===== config.mk =====
export PLATFORM = sky130hd
export DESIGN_NAME = adc_gain_calib_registers
export DESIGN_NICKNAME = d
export VERILOG_FILES = /design/src/gain_calib_pkg.sv /design/src/otp_trim_capture.sv /design/src/adc_gain_calib_registers.sv
export SDC_FILE = /design/constraint.sdc
export NUM_CORES = 1
export LEC_CHECK = 0
export BUFFER_PORTS_ARGS = -buffer_cell sky130_fd_sc_hd__buf_2
export CORE_AREA = 5 5 75 77
export DETAILED_ROUTE_END_ITERATION = 6
export DIE_AREA = 0 0 80 82
export PLACE_DENSITY = 0.66
export RECOVER_POWER = 50
export SETUP_SLACK_MARGIN = 0.1
export SLEW_MARGIN = 20
export SYNTH_ARGS = -nofsm -noshare
export SYNTH_HDL_FRONTEND = slang
export SYNTH_SLANG_ARGS = --single-unit

===== constraint.sdc =====
create_clock -name ref_clk -period 5.8 [get_ports ref_clk]
set_clock_uncertainty 0.15 [all_clocks]
set_input_delay 1.74 -clock ref_clk [delete_from_list [all_inputs] [get_ports ref_clk]]
set_output_delay 1.74 -clock ref_clk [all_outputs]
set_load 0.05 [all_outputs]

===== src/gain_calib_pkg.sv =====
// Constants, types and field layout for the buffer gain and calibration registers
// Operation
// - Gain register at 0xA, bits 4:0 writable
// - Gain register bits 7:5 read zero
// - Code bit4 clear 1..0.2, set 10..1
// - Gain applies only when buffer in use
// - Calibration register at 0xB, bits 7:3 read-only
// - Calibration register bits 2:0 read zero
// - Calibration code loaded from OTP, part-specific
// - Slope is -(51 + code) LSB per kelvin
package gain_calib_pkg;

  localparam int unsigned ADDR_W        = 4;
  localparam int unsigned DATA_W        = 8;
  localparam int unsigned CODE_W        = 5;
  localparam int unsigned GAIN_W        = 10;
  localparam int unsigned SLOPE_W       = 7;

  // Register offsets
  localparam logic [ADDR_W-1:0] OFS_BUFFER_GAIN = 4'ha;
  localparam logic [ADDR_W-1:0] OFS_TC_TRIM     = 4'hb;

  // Field positions
  localparam int unsigned GAIN_LSB      = 0;
  localparam int unsigned GAIN_MSB      = 4;
  localparam int unsigned TRIM_LSB      = 3;
  localparam int unsigned TRIM_MSB      = 7;
  localparam int unsigned RANGE_BIT     = 4;

  // Reset value of the gain field (gain 1 in the high range)
  localparam logic [CODE_W-1:0] GAIN_RESET  = 5'h1a;
  localparam logic [DATA_W-1:0] DATA_ZERO   = 8'h00;

  // Slope magnitude at code 0, in LSB per kelvin
  localparam logic [SLOPE_W-1:0] SLOPE_BASE = 7'h33;

  // Gain times 100 when the buffer is bypassed
  localparam logic [GAIN_W-1:0] GAIN_UNITY  = 10'h064;
  localparam logic [GAIN_W-1:0] GAIN_NONE   = 10'h000;

  // One register access from the serial front end
  typedef struct packed {
    logic                  wr;
    logic                  rd;
    logic [ADDR_W-1:0]     addr;
    logic [DATA_W-1:0]     wdata;
  } reg_req_type;

  // Analog-facing settings
  typedef struct packed {
    logic                  buffer_used;
    logic                  high_range;
    logic [GAIN_W-1:0]     gain_x100;
    logic [SLOPE_W-1:0]    slope_mag;
  } analog_cfg_type;

  // Gain times 100 for each code; codes without an entry give zero
  function automatic logic [GAIN_W-1:0] gain_x100_of(input logic [CODE_W-1:0] code);
    logic [GAIN_W-1:0] g;
    g = GAIN_NONE;
    case (code)
      5'h02:   g = 10'h064;
      5'h03:   g = 10'h043;
      5'h04:   g = 10'h032;
      5'h05:   g = 10'h028;
      5'h06:   g = 10'h021;
      5'h07:   g = 10'h01d;
      5'h08:   g = 10'h019;
      5'h09:   g = 10'h016;
      5'h0a:   g = 10'h014;
      5'h11:   g = 10'h3e8;
      5'h12:   g = 10'h1f4;
      5'h13:   g = 10'h14d;
      5'h14:   g = 10'h0fa;
      5'h15:   g = 10'h0c8;
      5'h16:   g = 10'h0a7;
      5'h17:   g = 10'h08f;
      5'h18:   g = 10'h07d;
      5'h19:   g = 10'h06f;
      5'h1a:   g = 10'h064;
      default: g = GAIN_NONE;
    endcase
    return g;
  endfunction

endpackage


===== src/otp_trim_capture.sv =====
// Captures the one-time-programmed trim code after reset release
`timescale 1ns/10ps
module otp_trim_capture #(
  parameter int unsigned CODE_W = 5
) (
  input  wire logic              ref_clk,   // Device clock
  input  wire logic              resetn,    // Async reset, active low
  input  wire logic [CODE_W-1:0] otp_code,  // Fuse outputs, asynchronous
  output logic      [CODE_W-1:0] code_ff,   // Captured trim code
  output logic                   loaded_ff  // Code is valid
);

  logic [CODE_W-1:0] sync1_ff;
  logic [CODE_W-1:0] sync2_ff;
  logic [1:0]        settle_ff;
  logic [1:0]        nxt_settle;
  logic [CODE_W-1:0] nxt_code;
  logic              nxt_loaded;

  // Two-stage synchroniser on the fuse lines
  always_ff @(posedge ref_clk or negedge resetn)
  begin
    if (!resetn)
    begin
      sync1_ff <= '0;
      sync2_ff <= '0;
    end
    else
    begin
      sync1_ff <= otp_code;
      sync2_ff <= sync1_ff;
    end
  end

  // Wait for the synchroniser to fill, then take the code once
  always_comb
  begin
    nxt_settle = settle_ff;
    nxt_code   = code_ff;
    nxt_loaded = loaded_ff;
    if (!settle_ff[1])
    begin
      nxt_settle = {settle_ff[0], 1'b1};
    end
    else if (!loaded_ff)
    begin
      nxt_code   = sync2_ff;
      nxt_loaded = 1'b1;
    end
  end

  always_ff @(posedge ref_clk or negedge resetn)
  begin
    if (!resetn)
    begin
      settle_ff <= '0;
      code_ff   <= '0;
      loaded_ff <= 1'b0;
    end
    else
    begin
      settle_ff <= nxt_settle;
      code_ff   <= nxt_code;
      loaded_ff <= nxt_loaded;
    end
  end

endmodule


===== src/adc_gain_calib_registers.sv =====
// Buffer gain register and read-only bandgap/slope calibration register
`timescale 1ns/10ps
module adc_gain_calib_registers #(
  parameter int unsigned CODE_W = 5
) (
  input  wire logic                                 ref_clk,     // Device clock, 40 MHz
  input  wire logic                                 resetn,      // Power-on reset, active low
  input  wire gain_calib_pkg::reg_req_type          req,         // Register access, same clock
  input  wire logic                                 buffer_used, // Unity-gain bit selects buffer
  input  wire logic [CODE_W-1:0]                    otp_code,    // Fuse trim code, async
  output logic      [gain_calib_pkg::DATA_W-1:0]    rdata_ff,    // Read data, one cycle after rd
  output logic                                      rvalid_ff,   // Read data valid pulse
  output logic                                      trim_ready,  // Trim code captured
  output gain_calib_pkg::analog_cfg_type            cfg_ff       // Settings to analog blocks
);

  logic [CODE_W-1:0]                 gain_code_ff;
  logic [CODE_W-1:0]                 nxt_gain_code;
  logic [gain_calib_pkg::DATA_W-1:0] nxt_rdata;
  logic                              nxt_rvalid;
  gain_calib_pkg::analog_cfg_type    nxt_cfg;
  logic [CODE_W-1:0]                 trim_code;
  logic                              hit_gain;
  logic                              hit_trim;

  otp_trim_capture #(
    .CODE_W (CODE_W)
  ) u_trim (
    .ref_clk   (ref_clk),
    .resetn    (resetn),
    .otp_code  (otp_code),
    .code_ff   (trim_code),
    .loaded_ff (trim_ready)
  );

  // Address decode
  assign hit_gain = (req.addr == gain_calib_pkg::OFS_BUFFER_GAIN);
  assign hit_trim = (req.addr == gain_calib_pkg::OFS_TC_TRIM);

  // Register writes; only the gain field holds state
  always_comb
  begin
    nxt_gain_code = gain_code_ff;
    if (req.wr && hit_gain)
    begin
      nxt_gain_code = req.wdata[gain_calib_pkg::GAIN_MSB:gain_calib_pkg::GAIN_LSB];
    end
    // other bits ignored
    // Upper gain bits and the whole trim register have no storage to write.
  end

  // Read path; unmapped offsets read as zero
  always_comb
  begin
    nxt_rdata  = rdata_ff;
    nxt_rvalid = req.rd;
    if (req.rd)
    begin
      nxt_rdata = gain_calib_pkg::DATA_ZERO;
      if (hit_gain)
      begin
        nxt_rdata[gain_calib_pkg::GAIN_MSB:gain_calib_pkg::GAIN_LSB] = gain_code_ff;
      end
      else if (hit_trim)
      begin
        nxt_rdata[gain_calib_pkg::TRIM_MSB:gain_calib_pkg::TRIM_LSB] = trim_code;
      end
    end
  end

  // Analog settings follow the registers one cycle later
  always_comb
  begin
    nxt_cfg             = '0;
    nxt_cfg.buffer_used = buffer_used;
    nxt_cfg.high_range  = gain_code_ff[gain_calib_pkg::RANGE_BIT];
    nxt_cfg.gain_x100   = buffer_used ? gain_calib_pkg::gain_x100_of(gain_code_ff)
                                      : gain_calib_pkg::GAIN_UNITY;
    nxt_cfg.slope_mag   = gain_calib_pkg::SLOPE_BASE
                        + {{(gain_calib_pkg::SLOPE_W-CODE_W){1'b0}}, trim_code};
  end

  always_ff @(posedge ref_clk or negedge resetn)
  begin
    if (!resetn)
    begin
      gain_code_ff <= gain_calib_pkg::GAIN_RESET;
      rdata_ff     <= gain_calib_pkg::DATA_ZERO;
      rvalid_ff    <= 1'b0;
      cfg_ff       <= '0;
    end
    else
    begin
      gain_code_ff <= nxt_gain_code;
      rdata_ff     <= nxt_rdata;
      rvalid_ff    <= nxt_rvalid;
      cfg_ff       <= nxt_cfg;
    end
  end
endmodule


Word level (Yosys, flattened, before mapping). Memory sizes are Yosys's and may differ from the RTL's. Cells that the tools add are included. W data, S select, Z words.

Register bits after elaboration: 51. Bits in latches: 0. Memory bits (writable): 0. ROM bits: 320. Output and inout bits: 29. Word-level logic and storage cells: 26. Memories: 1.

Memories: (no name shown) (words 32, bits a word 10, rd ports 1, clocked after memory_dff 0, write ports 0, line gain_calib_pkg.sv:61) `case (code)`.

Add/sub/neg operators: 1. Multipliers: 0. Div/mod/pow operators: 0. Order comparisons: 0. Equality and inequality tests: 2. Shifts and indexed selects: 0. Mux-type cells: 6. Bitwise operators: 1. Reduce and logical (&&, ||, !) cells: 2.

Operators by type and width (count): $mux W10 (1); $eq A4 B4 Y1 const B (2); $add A6 B5 Y7 const A (1); $mux W3 (2); $mux W5 (1); $mux W2 (2); $reduce_and A2 Y1 (1); $logic_and A1 B1 Y1 (1); $not A1 Y1 (1).

Logic depth before layout (Yosys ltp). Gate-level depths: netlist of run 1.

Depth after elaboration: 3. Mapped depth: 5.

Cells and area by module. Synthesis of run 1 repeated with hierarchy kept, for this count alone.

Cell total of the unflattened synthesis: 171. Area, all modules: 2145.8 sq um.

Modules (own cells, without submodules): adc_gain_calib_registers (instances 1, cells an instance 144, area an instance 1605.3 sq um); otp_trim_capture (instances 1, cells an instance 27, area an instance 540.5 sq um).

Worst setup path after synthesis of run 1. OpenSTA, ideal clock, no wires.

Kind: input -> register. From: input req[10] in the netlist's numbering. To: register gain_code_ff[0]. Setup time: 125 ps. Arrival time: 2684 ps. Required time: 5525 ps. Path slack: 2841 ps. Cell stages on the path: 4. Path buffers: 1. Cells stage by stage: nand3b_4 > or3b_1 > buf_6 > mux2_4.

Cells in the longest elaborated chain, start to end: 2.

RTL lines: start, declared (line adc_gain_calib_registers.sv:8) `input wire gain_calib_pkg::reg_req_type req,`; $eq A4 B4 Y1 (line adc_gain_calib_registers.sv:37) `assign hit_gain = (req.addr == gain_calib_pkg::OFS_BUFFER_GAIN);`; $logic_and A1 B1 Y1 (line adc_gain_calib_registers.sv:44) `if (req.wr && hit_gain)`; end signal, assigned (line adc_gain_calib_registers.sv:87) `gain_code_ff <= gain_calib_pkg::GAIN_RESET;`; end signal, assigned (line adc_gain_calib_registers.sv:94) `gain_code_ff <= nxt_gain_code;`; end, declared (line adc_gain_calib_registers.sv:17) `logic [CODE_W-1:0] gain_code_ff;`.

No other way between the ends. A chain may end at the register's enable or synchronous reset.

Final worst setup path of run 1. Same ends and word-level chain as after synthesis.

==> impl_results.md, run 1 <==
- Maximum clock rate: 350.5 MHz
- Number of placed instances, taps included: 281
- Dominant combinational cell family by area after synthesis: simple AND/OR/NAND/NOR gates
- Synthesized area per cell: approximately 12 um2
- Proportion of power drawn by the clock network: 27.7%
- Effective utilization at floorplan: 43.04%
- Hold WC Path Type: flip-flop to flip-flop
- Count of hold-fix buffers inserted at cts: 0
- Placed wire-length estimate after detailed placement: ~2700 um
- Post-CTS setup buffer count: 0
- Peak supply drop: between 100 and 150 uV
- FP Rows: 26
- Antenna-violating nets left: 0
- Arithmetic-cell share of the synthesized area counting full adders, half adders and majority gates: roughly 4.7%
- Kind of launch point of the worst setup path: primary input
- Endpoint class of the critical path: flip-flop
- Result of the run: finished, final reports clean
- Area growth, synth to finish: 18.99%
- Total setup violations reported at the end of the flow: 0
- Required time reported for the critical path endpoint: ~6000 ps
- Cells resized by post-CTS repair: 0
- Clk sinks: 51
- Num ports: between 50 and 60
- Tightest slew margin relative to the limit: between 50% and 60%
- Gate count after technology mapping: around 170
- Final std cell area, no fill: approximately 0.0025 mm2
- Share of synthesized area spent on multiplexers: under 10%
- Crit share post-route: 49.19%
- Final Routed Wirelength: roughly 3800 um
- EDFF count, synth: 0
- Clock latency on the worst-skew pair: slightly below 300 ps
- Antenna cells: 0
- Grt total ovfl: 0
- Final GP Congestion: about 0.77
- Proportion of power drawn by combinational gates: 24.2%
- Crit-path max FO: 5
- Register bit count reported by yosys: slightly above 50
- Number of distinct standard cells referenced by the synthesized netlist: 39
- H-Tree Depth: 2
- TritonCTS clock tree: yes
- Synth Area in Simple Gates: between 10% and 20%
- First-pass GRT wire length: ~6200 um
- Sum of negative setup slack: 0 ps
- Number of global-route vias before repair: around 1,300
- Cell-internal power: around 0.61 mW
- Pins over their slew limit: 0
- Area fraction in compound gates after synthesis: under 10%
- Root Buffer: sky130_fd_sc_hd__clkbuf_8
- Type of the worst setup path: primary input to flip-flop
- Total standard cell area after synthesis: about 0.0021 mm2
- RSZ-0062 raised after global routing: false
- Die Height: around 82 um
- Post-synth top flop: sky130_fd_sc_hd__dfrtp_1
- Total global routing track utilization: around 12%
- Die X: roughly 80 um
- Maximum clock path buffer count: 2
- Warnings, synthesis: 0
- Final Critical Period: between 2000 and 3000 ps
- Ys async rst share: 100.0%
- Total Die Area: 0.006560 mm2
- Final hold violation count: 0
- TritonCTS buffer count: 5
- Total of buffers placed on input and output ports: 47
- Area inside the core boundary: a little under 0.005 mm2
- Clock transition at the registers of the reported paths: roughly 90 ps
- Count of TritonRoute iterations in the first routing pass: 4
- Initial antenna violation count: 0
- Final net count: roughly 250
- # Max-Cap Violations: 0
- Sequential element share of the synthesized area: between 60 and 70%
- Detailed-route via count: 1,377
- Non-filler instance count after layout: 289
- XOR/XNOR share of the synthesized area: 1.235%
- Power per cell area: 359.8 mW/mm2
- DR WL/cell: around 13 um
- LEAKAGE: 1.217 nW
- Count of unresolved DRC violations after routing: 0
- Share of final-layout standard cells stronger than drive strength 1: about a third
- 1st-iter DRT viols: 63
- Worst-margin pin slew: roughly 650 ps
- Net switching fraction of the power: between 30% and 40%
- Maximum number of pins on one net before global-route repair: 52
- Power share of the sequential group: a little under half
- Placed cell areas: roughly 0.0024 mm2
- Psw: between 0.3 and 0.4 mW
- Avg Vias per Cell: 4.765
- Syn nets: around 200
- Worst EP arrival: 2880 ps
==> power groups by stage <==
stage          Combinational, mW  Clock (mW)  Sequential [mW]
2_1_floorplan              0.114           0            0.494
3_3_place_gp               0.220           0            0.445
3_5_place_dp               0.222           0            0.445
4_1_cts                    0.223       0.262            0.438
5_1_grt                    0.238       0.278            0.446
6_report                   0.221       0.253            0.438
==> final timing paths <==
path                                              start                            to  slack (ps)  cells past startpoint
max                                             req[10]   gain_code_ff[0]$_DFFE_PN0P_        2950                      4
min                        u_trim.sync1_ff[4]$_DFF_PN0_  u_trim.sync2_ff[4]$_DFF_PN0_         210                      0
max reg2reg                 gain_code_ff[1]$_DFFE_PN1P_          cfg_ff[12]$_DFF_PN0_        3720                      5
min reg2reg                u_trim.sync1_ff[4]$_DFF_PN0_  u_trim.sync2_ff[4]$_DFF_PN0_         210                      0
max in group asynchronous                        resetn       rdata_ff[4]$_DFFE_PN0P_        3690                      2
min in group asynchronous                        resetn          cfg_ff[13]$_DFF_PN0_        1390                      2
==> layout make-up <==
| type | instances | area [um2] |
|---|---|---|
| Fill cell | 484 | 2412 |
| Sequential cell | 51 | 1280 |
| Multi-Input combinational cell | 98 | 750.7 |
| Timing Repair Buffer | 48 | 240.2 |
| Tap cell | 70 | 87.58 |
| Clock buffer | 6 | 82.58 |
| Inverter | 14 | 52.55 |
| Clock inverter | 2 | 38.79 |
==> registers in the layout (all words and copies together), names as in the netlist <==
| signal | count |
|---|---|
| cfg_ff | 19 |
| gain_code_ff | 5 |
| rdata_ff | 8 |
| rvalid_ff | 1 |
| u_trim.code_ff | 5 |
| u_trim.loaded_ff | 1 |
| u_trim.settle_ff | 2 |
| u_trim.sync1_ff | 5 |
| u_trim.sync2_ff | 5 |
==> cells by family after synthesis <==
group           Yosys count
xor+xnor                  3
flops                    51
simple gates             45
mux                      14
compound gates           28
buf+inv                  23
fa+ha+maj                 8
==> layer usage <==
layer,global-route usage [%],vias to the layer above,routed length (um)
met1,16.94,651,1684
met5,0,-,0
met2,17.96,44,1761
li1,-,678,-
met4,4.561,0,40
met3,3.947,4,309
==> cell usage in the layout (no fill, tap or decap), types with 2 or more instances in the layout <==
master / Yosys / routed
sky130_fd_sc_hd__mux2_2: 5 / 5
sky130_fd_sc_hd__clkbuf_1: 5 / 2
sky130_fd_sc_hd__nor2_1: 7 / 7
sky130_fd_sc_hd__inv_1: 14 / 14
sky130_fd_sc_hd__a21oi_1: 3 / 3
sky130_fd_sc_hd__mux2_4: 5 / 5
sky130_fd_sc_hd__nand2_1: 14 / 14
sky130_fd_sc_hd__mux2i_1: 4 / 4
sky130_fd_sc_hd__clkbuf_8: 0 / 6
sky130_fd_sc_hd__nor4_1: 2 / 2
sky130_fd_sc_hd__o21ai_0: 4 / 4
sky130_fd_sc_hd__xnor2_1: 3 / 3
sky130_fd_sc_hd__dfrtp_1: 48 / 48
sky130_fd_sc_hd__o311ai_0: 2 / 2
sky130_fd_sc_hd__dfstp_2: 3 / 2
sky130_fd_sc_hd__nor3b_1: 4 / 4
sky130_fd_sc_hd__buf_2: 3 / 45
sky130_fd_sc_hd__a211o_1: 2 / 2
sky130_fd_sc_hd__o22ai_1: 7 / 7
sky130_fd_sc_hd__ha_1: 8 / 8
sky130_fd_sc_hd__or2_2: 5 / 5
sky130_fd_sc_hd__nor2b_1: 6 / 6
==> worst max-delay path, cell delays in order <==
cell,delay [ps]
sky130_fd_sc_hd__buf_2,100
sky130_fd_sc_hd__nand3b_4,160
sky130_fd_sc_hd__or3b_1,540
sky130_fd_sc_hd__mux2_4,340
==> synth_stat cells, drive strengths merged, types with 2 or more instances <==
master  count  share of area [%]
buf         4                1.2
inv        14                2.5
o21ai       4               0.94
nor4        2               0.59
nor3b       4                1.4
ha          8                4.7
dfstp       3                3.7
nand2      14                2.5
dfrtp      48                 56
nor2        7                1.2
o22ai       7                2.1
nor2b       6                1.8
mux2       10                6.2
clkbuf      5               0.88
a211o       2               0.82
xnor2       3                1.2
a21oi       3               0.71
o311ai      2               0.82
or2         5                1.5
mux2i       4                1.9
==> metrics by stage <==
step	util [%]	setup WS (ps)	power (mW)	hold slack, ps
finish	51.21	2947	0.9111	208.0
global route	51.21	2903	0.9614	217.3
CTS	51.27	2949	0.9235	211.0
detailed placement	48.81	2630	0.6673	189.7
global placement	48.81	2635	0.6649	183.7
floorplan	-	2841	0.6079	181.2
Power figures use the tool's default switching activity.
==> run 2: changes to the inputs <==
Clock period 5.8 ns to 2.7 ns, I/O delays scaled along.
==> run 2 against run 1 <==
  * Count of clock-buffer cells in the layout decreased by 1
  * Hold slack got worse by 6.4 ps
  * Core utilization decreased by 0.63 points
  * Clock power increased by 68%
  * Sequential power increased by 110%
  * Via count decreased by 1.2%
  * Die area unchanged
  * Wire length decreased by 0.71%
  * Worst setup slack got worse by 2300 ps
  * Combinational power increased by 110%
  * Non-clock buffer count increased by 1
==> impl_results.md, run 2 (synthesized netlist as in run 1, its figures left out) <==
- Area inside the core boundary: 0.004945 mm2 (unchanged)
- LEAKAGE: 1.202 nW (was 1.217 nW)
- Sum of negative setup slack: 0 ps (unchanged)
- Endpoint class of the critical path: flip-flop (unchanged)
- Required time reported for the critical path endpoint: 2730 ps (was 5830 ps)
- Num ports: 51 (unchanged)
- Combined area of the multi-input logic cells: 750.7 um2 (unchanged)
- FF-to-FF setup slack: 640 ps (was 3720 ps)
- Total setup violations reported at the end of the flow: 0 (unchanged)
- Crit share post-route: about three quarters
- Antenna-violating nets left: 0 (unchanged)
- Highest-delay cell along the critical path: sky130_fd_sc_hd__dfstp_2 (was sky130_fd_sc_hd__or3b_1)
- Die X: 80 um (unchanged)
- Final hold violation count: 0 (unchanged)
- Worst EP arrival: 2100 ps (was 2880 ps)
- Crit-path max FO: 12 (was 5)
- Initial antenna violation count: 0 (unchanged)
- DR WL/cell: 12.99 um (was 13.13 um)
- First-pass GRT wire length: 6085 um (was 6203 um)
- Worst hold path depth: 0 (unchanged)
- Share of final-layout standard cells stronger than drive strength 1: 32.27% (was 32.88%)
- Maximum number of pins on one net before global-route repair: 22 (was 52)
- Clock transition at the registers of the reported paths: 90 ps (about the same)
- TritonCTS buffer count: 5 (unchanged)
- Fillers: 466 (was 484)
- Final Critical Period: around 2100 ps
- Cell Chain, Critical Path: inv_1, ha_1, nor3b_1, nor4b_1, a2111o_1 (was buf_2, nand3b_4, or3b_1, mux2_4)
- Tightest slew margin relative to the limit: 35.25% (was 56.78%)
- Clk sinks: 51 (unchanged)
- Largest Register: cfg_ff (unchanged)
- Clock latency on the worst-skew pair: 300 ps (was 290 ps)
- Most common cell after layout, fill and taps aside: sky130_fd_sc_hd__dfrtp_1 (unchanged)
- Kind of launch point of the worst setup path: flip-flop (was primary input)
- RSZ-0062 raised after global routing: false (unchanged)
- Largest registers ranked by flip-flop count: cfg_ff x19, rdata_ff x8 (unchanged)
- Worst hold start: u_trim.sync1_ff[4]$_DFF_PN0_ (unchanged)
- Cells resized by post-CTS repair: 0 (unchanged)
- Destination of the worst hold path: u_trim.sync2_ff[4]$_DFF_PN0_ (unchanged)
- Die Height: 82 um (unchanged)
- Total Die Area: 0.006560 mm2 (unchanged)
- Most frequent cells in the layout: sky130_fd_sc_hd__dfrtp_1 (48), sky130_fd_sc_hd__buf_2 (44), sky130_fd_sc_hd__inv_1 (14), sky130_fd_sc_hd__nand2_1 (14), sky130_fd_sc_hd__ha_1 (8) (was sky130_fd_sc_hd__dfrtp_1 (48), sky130_fd_sc_hd__buf_2 (45), sky130_fd_sc_hd__inv_1 (14), sky130_fd_sc_hd__nand2_1 (14), sky130_fd_sc_hd__ha_1 (8))
- Pins over their slew limit: 0 (unchanged)
- Largest register FFs: 19 (unchanged)
- Final net count: 249 (was 248)
- Detailed-route via count: 1,360 (was 1,377)
- Post-CTS setup buffer count: 0 (unchanged)
- Final Routed Wirelength: 3768 um (was 3795 um)
- Root Buffer: sky130_fd_sc_hd__clkbuf_8 (unchanged)
- Placed cell areas: 0.002421 mm2 (was 0.002414 mm2)
- Worst setup startpoint: gain_code_ff[1]$_DFFE_PN1P_ (was req[10])
- Final std cell area, no fill: 0.002501 mm2 (was 0.002532 mm2)
- # Max-Cap Violations: 0 (unchanged)
- Result of the run: finished, final reports clean (unchanged)
- Placed wire-length estimate after detailed placement: 2773 um (was 2691 um)
- FP Rows: 26 (unchanged)
- Total global routing track utilization: 12.37% (was 12.24%)
- Critical register-to-register path startpoint: gain_code_ff[1]$_DFFE_PN1P_ (unchanged)
- Type of the worst setup path: flip-flop to flip-flop (was primary input to flip-flop)
- Antenna cells: 0 (unchanged)
- Power per cell area: 736.0 mW/mm2 (was 359.8 mW/mm2)
- Area growth, synth to finish: 17.52% (was 18.99%)
- TritonCTS clock tree: yes (unchanged)
- 1st-iter DRT viols: 44 (was 63)
- H-Tree Depth: 2 (unchanged)
- Count of unresolved DRC violations after routing: 0 (unchanged)
- Effective utilization at floorplan: 43.04% (unchanged)
- Count of TritonRoute iterations in the first routing pass: 5 (was 4)
- Count of hold-fix buffers inserted at cts: 0 (unchanged)
- Maximum clock rate: ~480 MHz
- Combined flip-flop and latch cell area: 0.001280 mm2 (unchanged)
- Capture point of the worst reg-to-reg path: cfg_ff[12]$_DFF_PN0_ (unchanged)
- Hold WC Path Type: flip-flop to flip-flop (unchanged)
- Worst-margin pin slew: 971.2 ps (was 648.3 ps)
- Final GP Congestion: 0.7877 (was 0.7727)
- Maximum clock path buffer count: 2 (unchanged)
- Peak supply drop: 279.1 uV (was 128.7 uV)
- Cell depth of the worst flop-to-flop path: 5 (unchanged)
- Total of buffers placed on input and output ports: 47 (unchanged)
- CP max stage delay: 670 ps (was 540 ps)
- Avg Vias per Cell: 4.690 (was 4.765)
- Grt total ovfl: 0 (unchanged)
- Number of global-route vias before repair: 1,224 (was 1,270)
run 2: power breakdown:
part	internal (mW)	switching (mW)
registers	0.844	0.0967
logic	0.164	0.310
clock network	0.183	0.244
total	1.19	0.651
run 2: worst max-delay path: cells and delay by family, from the launching register on:
family                   cells  cell delay (ps)
flip-flops                   1              670
adder cells (fa/ha/maj)      1              280
AO/OA/AOI/OAI                1              390
AND/OR/NAND/NOR              2              330
buffers and inverters        1              130
run 2: layer usage:
metal | share of wire, % | GRT usage (%)
met4 | 2.1 | 6.081
met2 | 43 | 17.14
met3 | 6.8 | 3.618
met5 | 0 | 0
met1 | 48 | 17.61
run 2: final cells by class:
class	instances	share of cell area (%)
Clock buffer	5	2.751
Clock inverter	3	0.7504
Inverter	14	2.101
Multi-Input combinational cell	98	30.01
Sequential cell	51	51.18
Tap cell	70	3.502
Timing Repair Buffer	49	9.705
run 2: how the worst max path moves through the flow:
| stage | end | slack, ps | depth (start not counted) |
|---|---|---|---|
| CTS | cfg_ff[12]$_DFF_PN0_ | 630 | 5 |
| global route | gain_code_ff[0]$_DFFE_PN0P_ | 280 | 2 |
| global placement | gain_code_ff[0]$_DFFE_PN0P_ | 480 | 4 |
| floorplan | gain_code_ff[0]$_DFFE_PN0P_ | 670 | 4 |
| detailed placement | gain_code_ff[2]$_DFFE_PN0P_ | 470 | 4 |
| finish | cfg_ff[12]$_DFF_PN0_ | 640 | 5 |
run 2: stage by stage:
stage	cells	worst slack [ps]	power (mW)	hold slack, ps	utilization (%)
6_report	290	635.1	1.841	201.6	50.58
5_1_grt	290	283.5	1.949	205.3	50.58
4_1_cts	290	634.3	1.866	197.6	50.73
3_5_place_dp	282	473.8	1.436	186.4	48.96
3_3_place_gp	282	477.2	1.431	183.0	48.96
2_1_floorplan	172	670.6	1.306	181.2	-
==> run 3: changes to the inputs <==
Clock period 2.7 ns to 2.1 ns, I/O delays scaled along.
==> run 3 against run 2 <==
  * Via count grew 1.8%
  * Hold slack gained 2.9 ps
  * Critical endpoint unchanged
  * Sequential power grew 26%
  * Clock power grew 58%
  * Highest routed layer unchanged
  * Count of clock-buffer cells in the layout is the same
  * Cell count grew 0.69%
  * Cell area grew 1.8%
==> impl_results.md, run 3 (synthesized netlist as in run 1, its figures left out) <==
- Area growth, synth to finish: 19.64% (was 17.52%)
- Count of hold-fix buffers inserted at cts: 0 (unchanged)
- Result of the run: finished, final reports clean (unchanged)
- TritonCTS clock tree: yes (unchanged)
- Crit path setup slack, layout: 238.8 ps (was 635.1 ps)
- Worst-margin pin slew: 1196 ps (was 971.2 ps)
- Effective utilization at floorplan: 43.04% (unchanged)
- Final net count: 251 (was 249)
- LEAKAGE: 1.225 nW (was 1.202 nW)
- Power Total: 2.515 mW (was 1.841 mW)
- Largest registers ranked by flip-flop count: cfg_ff x19, rdata_ff x8 (unchanged)
- Total Die Area: 0.006560 mm2 (unchanged)
- Highest-delay cell along the critical path: sky130_fd_sc_hd__dfstp_2 (unchanged)
- Combined area of the multi-input logic cells: 750.7 um2 (unchanged)
- Hold WC Path Type: flip-flop to flip-flop (unchanged)
- Total of buffers placed on input and output ports: 47 (unchanged)
- Antenna cells: 0 (unchanged)
- H-Tree Depth: 2 (unchanged)
- Required time reported for the critical path endpoint: 2130 ps (was 2730 ps)
- Tightest slew margin relative to the limit: 20.28% (was 35.25%)
- DR WL/cell: 12.60 um (was 12.99 um)
- Number of global-route vias before repair: 1,233 (was 1,224)
- Total setup violations reported at the end of the flow: 0 (unchanged)
- Final Routed Wirelength: 3678 um (was 3768 um)
- Type of the worst setup path: flip-flop to flip-flop (unchanged)
- TritonCTS buffer count: 5 (unchanged)
- Die Height: 82 um (unchanged)
- Worst slack at placement: 45.75 ps (was 473.8 ps)
- Combined flip-flop and latch cell area: 0.001280 mm2 (unchanged)
- Crit share post-route: 88.63% (was 76.48%)
- Grt total ovfl: 0 (unchanged)
- Post-CTS setup buffer count: 0 (unchanged)
- Final Critical Period: 1861 ps (was 2065 ps)
- Kind of launch point of the worst setup path: flip-flop (unchanged)
- CP max stage delay: 540 ps (was 670 ps)
- Net switching fraction of the power: 33.56% (was 35.34%)
- Count of TritonRoute iterations in the first routing pass: 4 (was 5)
- Die X: 80 um (unchanged)
- Pins over their slew limit: 0 (unchanged)
- Clock latency on the worst-skew pair: 300 ps (about the same)
- Cells resized by post-CTS repair: 0 (unchanged)
- Peak supply drop: 372.2 uV (was 279.1 uV)
- Cell Chain, Critical Path: inv_1, ha_1, nor3b_1, nor4b_1, a2111o_1 (unchanged)
- Clk sinks: 51 (unchanged)
- Share of final-layout standard cells stronger than drive strength 1: 34.23% (was 32.27%)
- Most frequent cells in the layout: sky130_fd_sc_hd__dfrtp_1 (48), sky130_fd_sc_hd__buf_2 (45), sky130_fd_sc_hd__inv_1 (14), sky130_fd_sc_hd__nand2_1 (14), sky130_fd_sc_hd__ha_1 (8) (was sky130_fd_sc_hd__dfrtp_1 (48), sky130_fd_sc_hd__buf_2 (44), sky130_fd_sc_hd__inv_1 (14), sky130_fd_sc_hd__nand2_1 (14), sky130_fd_sc_hd__ha_1 (8))
- Largest Register: cfg_ff (unchanged)
- Root Buffer: sky130_fd_sc_hd__clkbuf_8 (unchanged)
- Initial antenna violation count: 0 (unchanged)
- FP Rows: 26 (unchanged)
- Final GP Congestion: 0.8321 (was 0.7877)
- First-pass GRT wire length: 6065 um (was 6085 um)
- Power share of the sequential group: 46.8% (was 51.1%)
- Proportion of power drawn by combinational gates: 26.4% (was 25.8%)
- Maximum clock path buffer count: 2 (unchanged)
- Psw: 0.8440 mW (was 0.6505 mW)
- Clock transition at the registers of the reported paths: 90 ps (about the same)
- Avg Vias per Cell: 4.740 (was 4.690)
- End-of-flow core utilization: 51.49% (was 50.58%)
- # Max-Cap Violations: 0 (unchanged)
- Count of unresolved DRC violations after routing: 0 (unchanged)
- Most common cell after layout, fill and taps aside: sky130_fd_sc_hd__dfrtp_1 (unchanged)
- RSZ-0062 raised after global routing: false (unchanged)
- Final hold violation count: 0 (unchanged)
- Proportion of power drawn by the clock network: 26.8% (was 23.2%)
- Area inside the core boundary: 0.004945 mm2 (unchanged)
- Endpoint class of the critical path: flip-flop (unchanged)
- Total global routing track utilization: 12.14% (was 12.37%)
- Antenna-violating nets left: 0 (unchanged)
- Num ports: 51 (unchanged)
- Power per cell area: 987.8 mW/mm2 (was 736.0 mW/mm2)
- 1st-iter DRT viols: 89 (was 44)
- Maximum number of pins on one net before global-route repair: 52 (was 22)
- Placed wire-length estimate after detailed placement: 2667 um (was 2773 um)
- Largest register FFs: 19 (unchanged)
- Maximum clock rate: 537.3 MHz (was 484.3 MHz)
- Fillers: 478 (was 466)
- Sum of negative setup slack: 0 ps (unchanged)
- Worst EP arrival: 1890 ps (was 2100 ps)
- Cell-internal power: 1.671 mW (was 1.190 mW)
- Detailed-route via count: 1,384 (was 1,360)
- Crit-path max FO: 7 (was 12)
run 3: cell type report:
type                       instances  area share, %
tap                               70          3.440
clock buffer                       5          2.703
multi-input combinational         98          29.48
sequential                        51          50.27
timing repair buffer              51          10.22
clock inverter                     3          1.818
inverter                          14          2.064
run 3: worst max-delay path, delay by kind of cell, from the launching register on:
family / cells / cell delay, ps
AND/OR/NAND/NOR: 2 / 290
AO/OA/AOI/OAI: 1 / 400
adder cells (fa/ha/maj): 1 / 290
buffers and inverters: 1 / 80
flip-flops: 1 / 540
run 3: metrics by stage:
stage / hold slack, ps / instances / area [um2]
4_1_cts: 154.5 / 292 / 2564
5_1_grt: 218.3 / 292 / 2546
2_1_floorplan: 181.2 / 172 / 2128
3_5_place_dp: 184.7 / 284 / 2449
3_3_place_gp: 183.6 / 284 / 2449
6_report: 204.4 / 292 / 2546
run 3: worst paths after layout:
check / end / startpoint / slack (ps) / depth (start not counted)
setup / recovery: cfg_ff[12]$_DFF_PN0_ / gain_code_ff[1]$_DFFE_PN1P_ / 240 / 5
hold / removal: u_trim.sync2_ff[4]$_DFF_PN0_ / u_trim.sync1_ff[4]$_DFF_PN0_ / 200 / 0
setup reg to reg: cfg_ff[12]$_DFF_PN0_ / gain_code_ff[1]$_DFFE_PN1P_ / 240 / 5
hold reg to reg: u_trim.sync2_ff[4]$_DFF_PN0_ / u_trim.sync1_ff[4]$_DFF_PN0_ / 200 / 0
max in group asynchronous: gain_code_ff[2]$_DFFE_PN0P_ / resetn / 570 / 2
min in group asynchronous: cfg_ff[13]$_DFF_PN0_ / resetn / 500 / 2
run 3: power groups by stage:
stage	Combinational [mW]	Clock, mW	Sequential [mW]
after global routing	0.715	0.744	1.20
after CTS	0.672	0.705	1.18
final	0.663	0.674	1.18
after global placement	0.665	0	1.20
after floorplan	0.315	0	1.36
after detailed placement	0.671	0	1.20
run 3: layer usage:
metal,GRT usage [%],vias up,part of all wire [%]
met5,0,-,0
met4,6.081,0,1.8
met3,3.289,7,6.9
met2,16.56,41,43
met1,17.61,650,49
li1,-,686,-
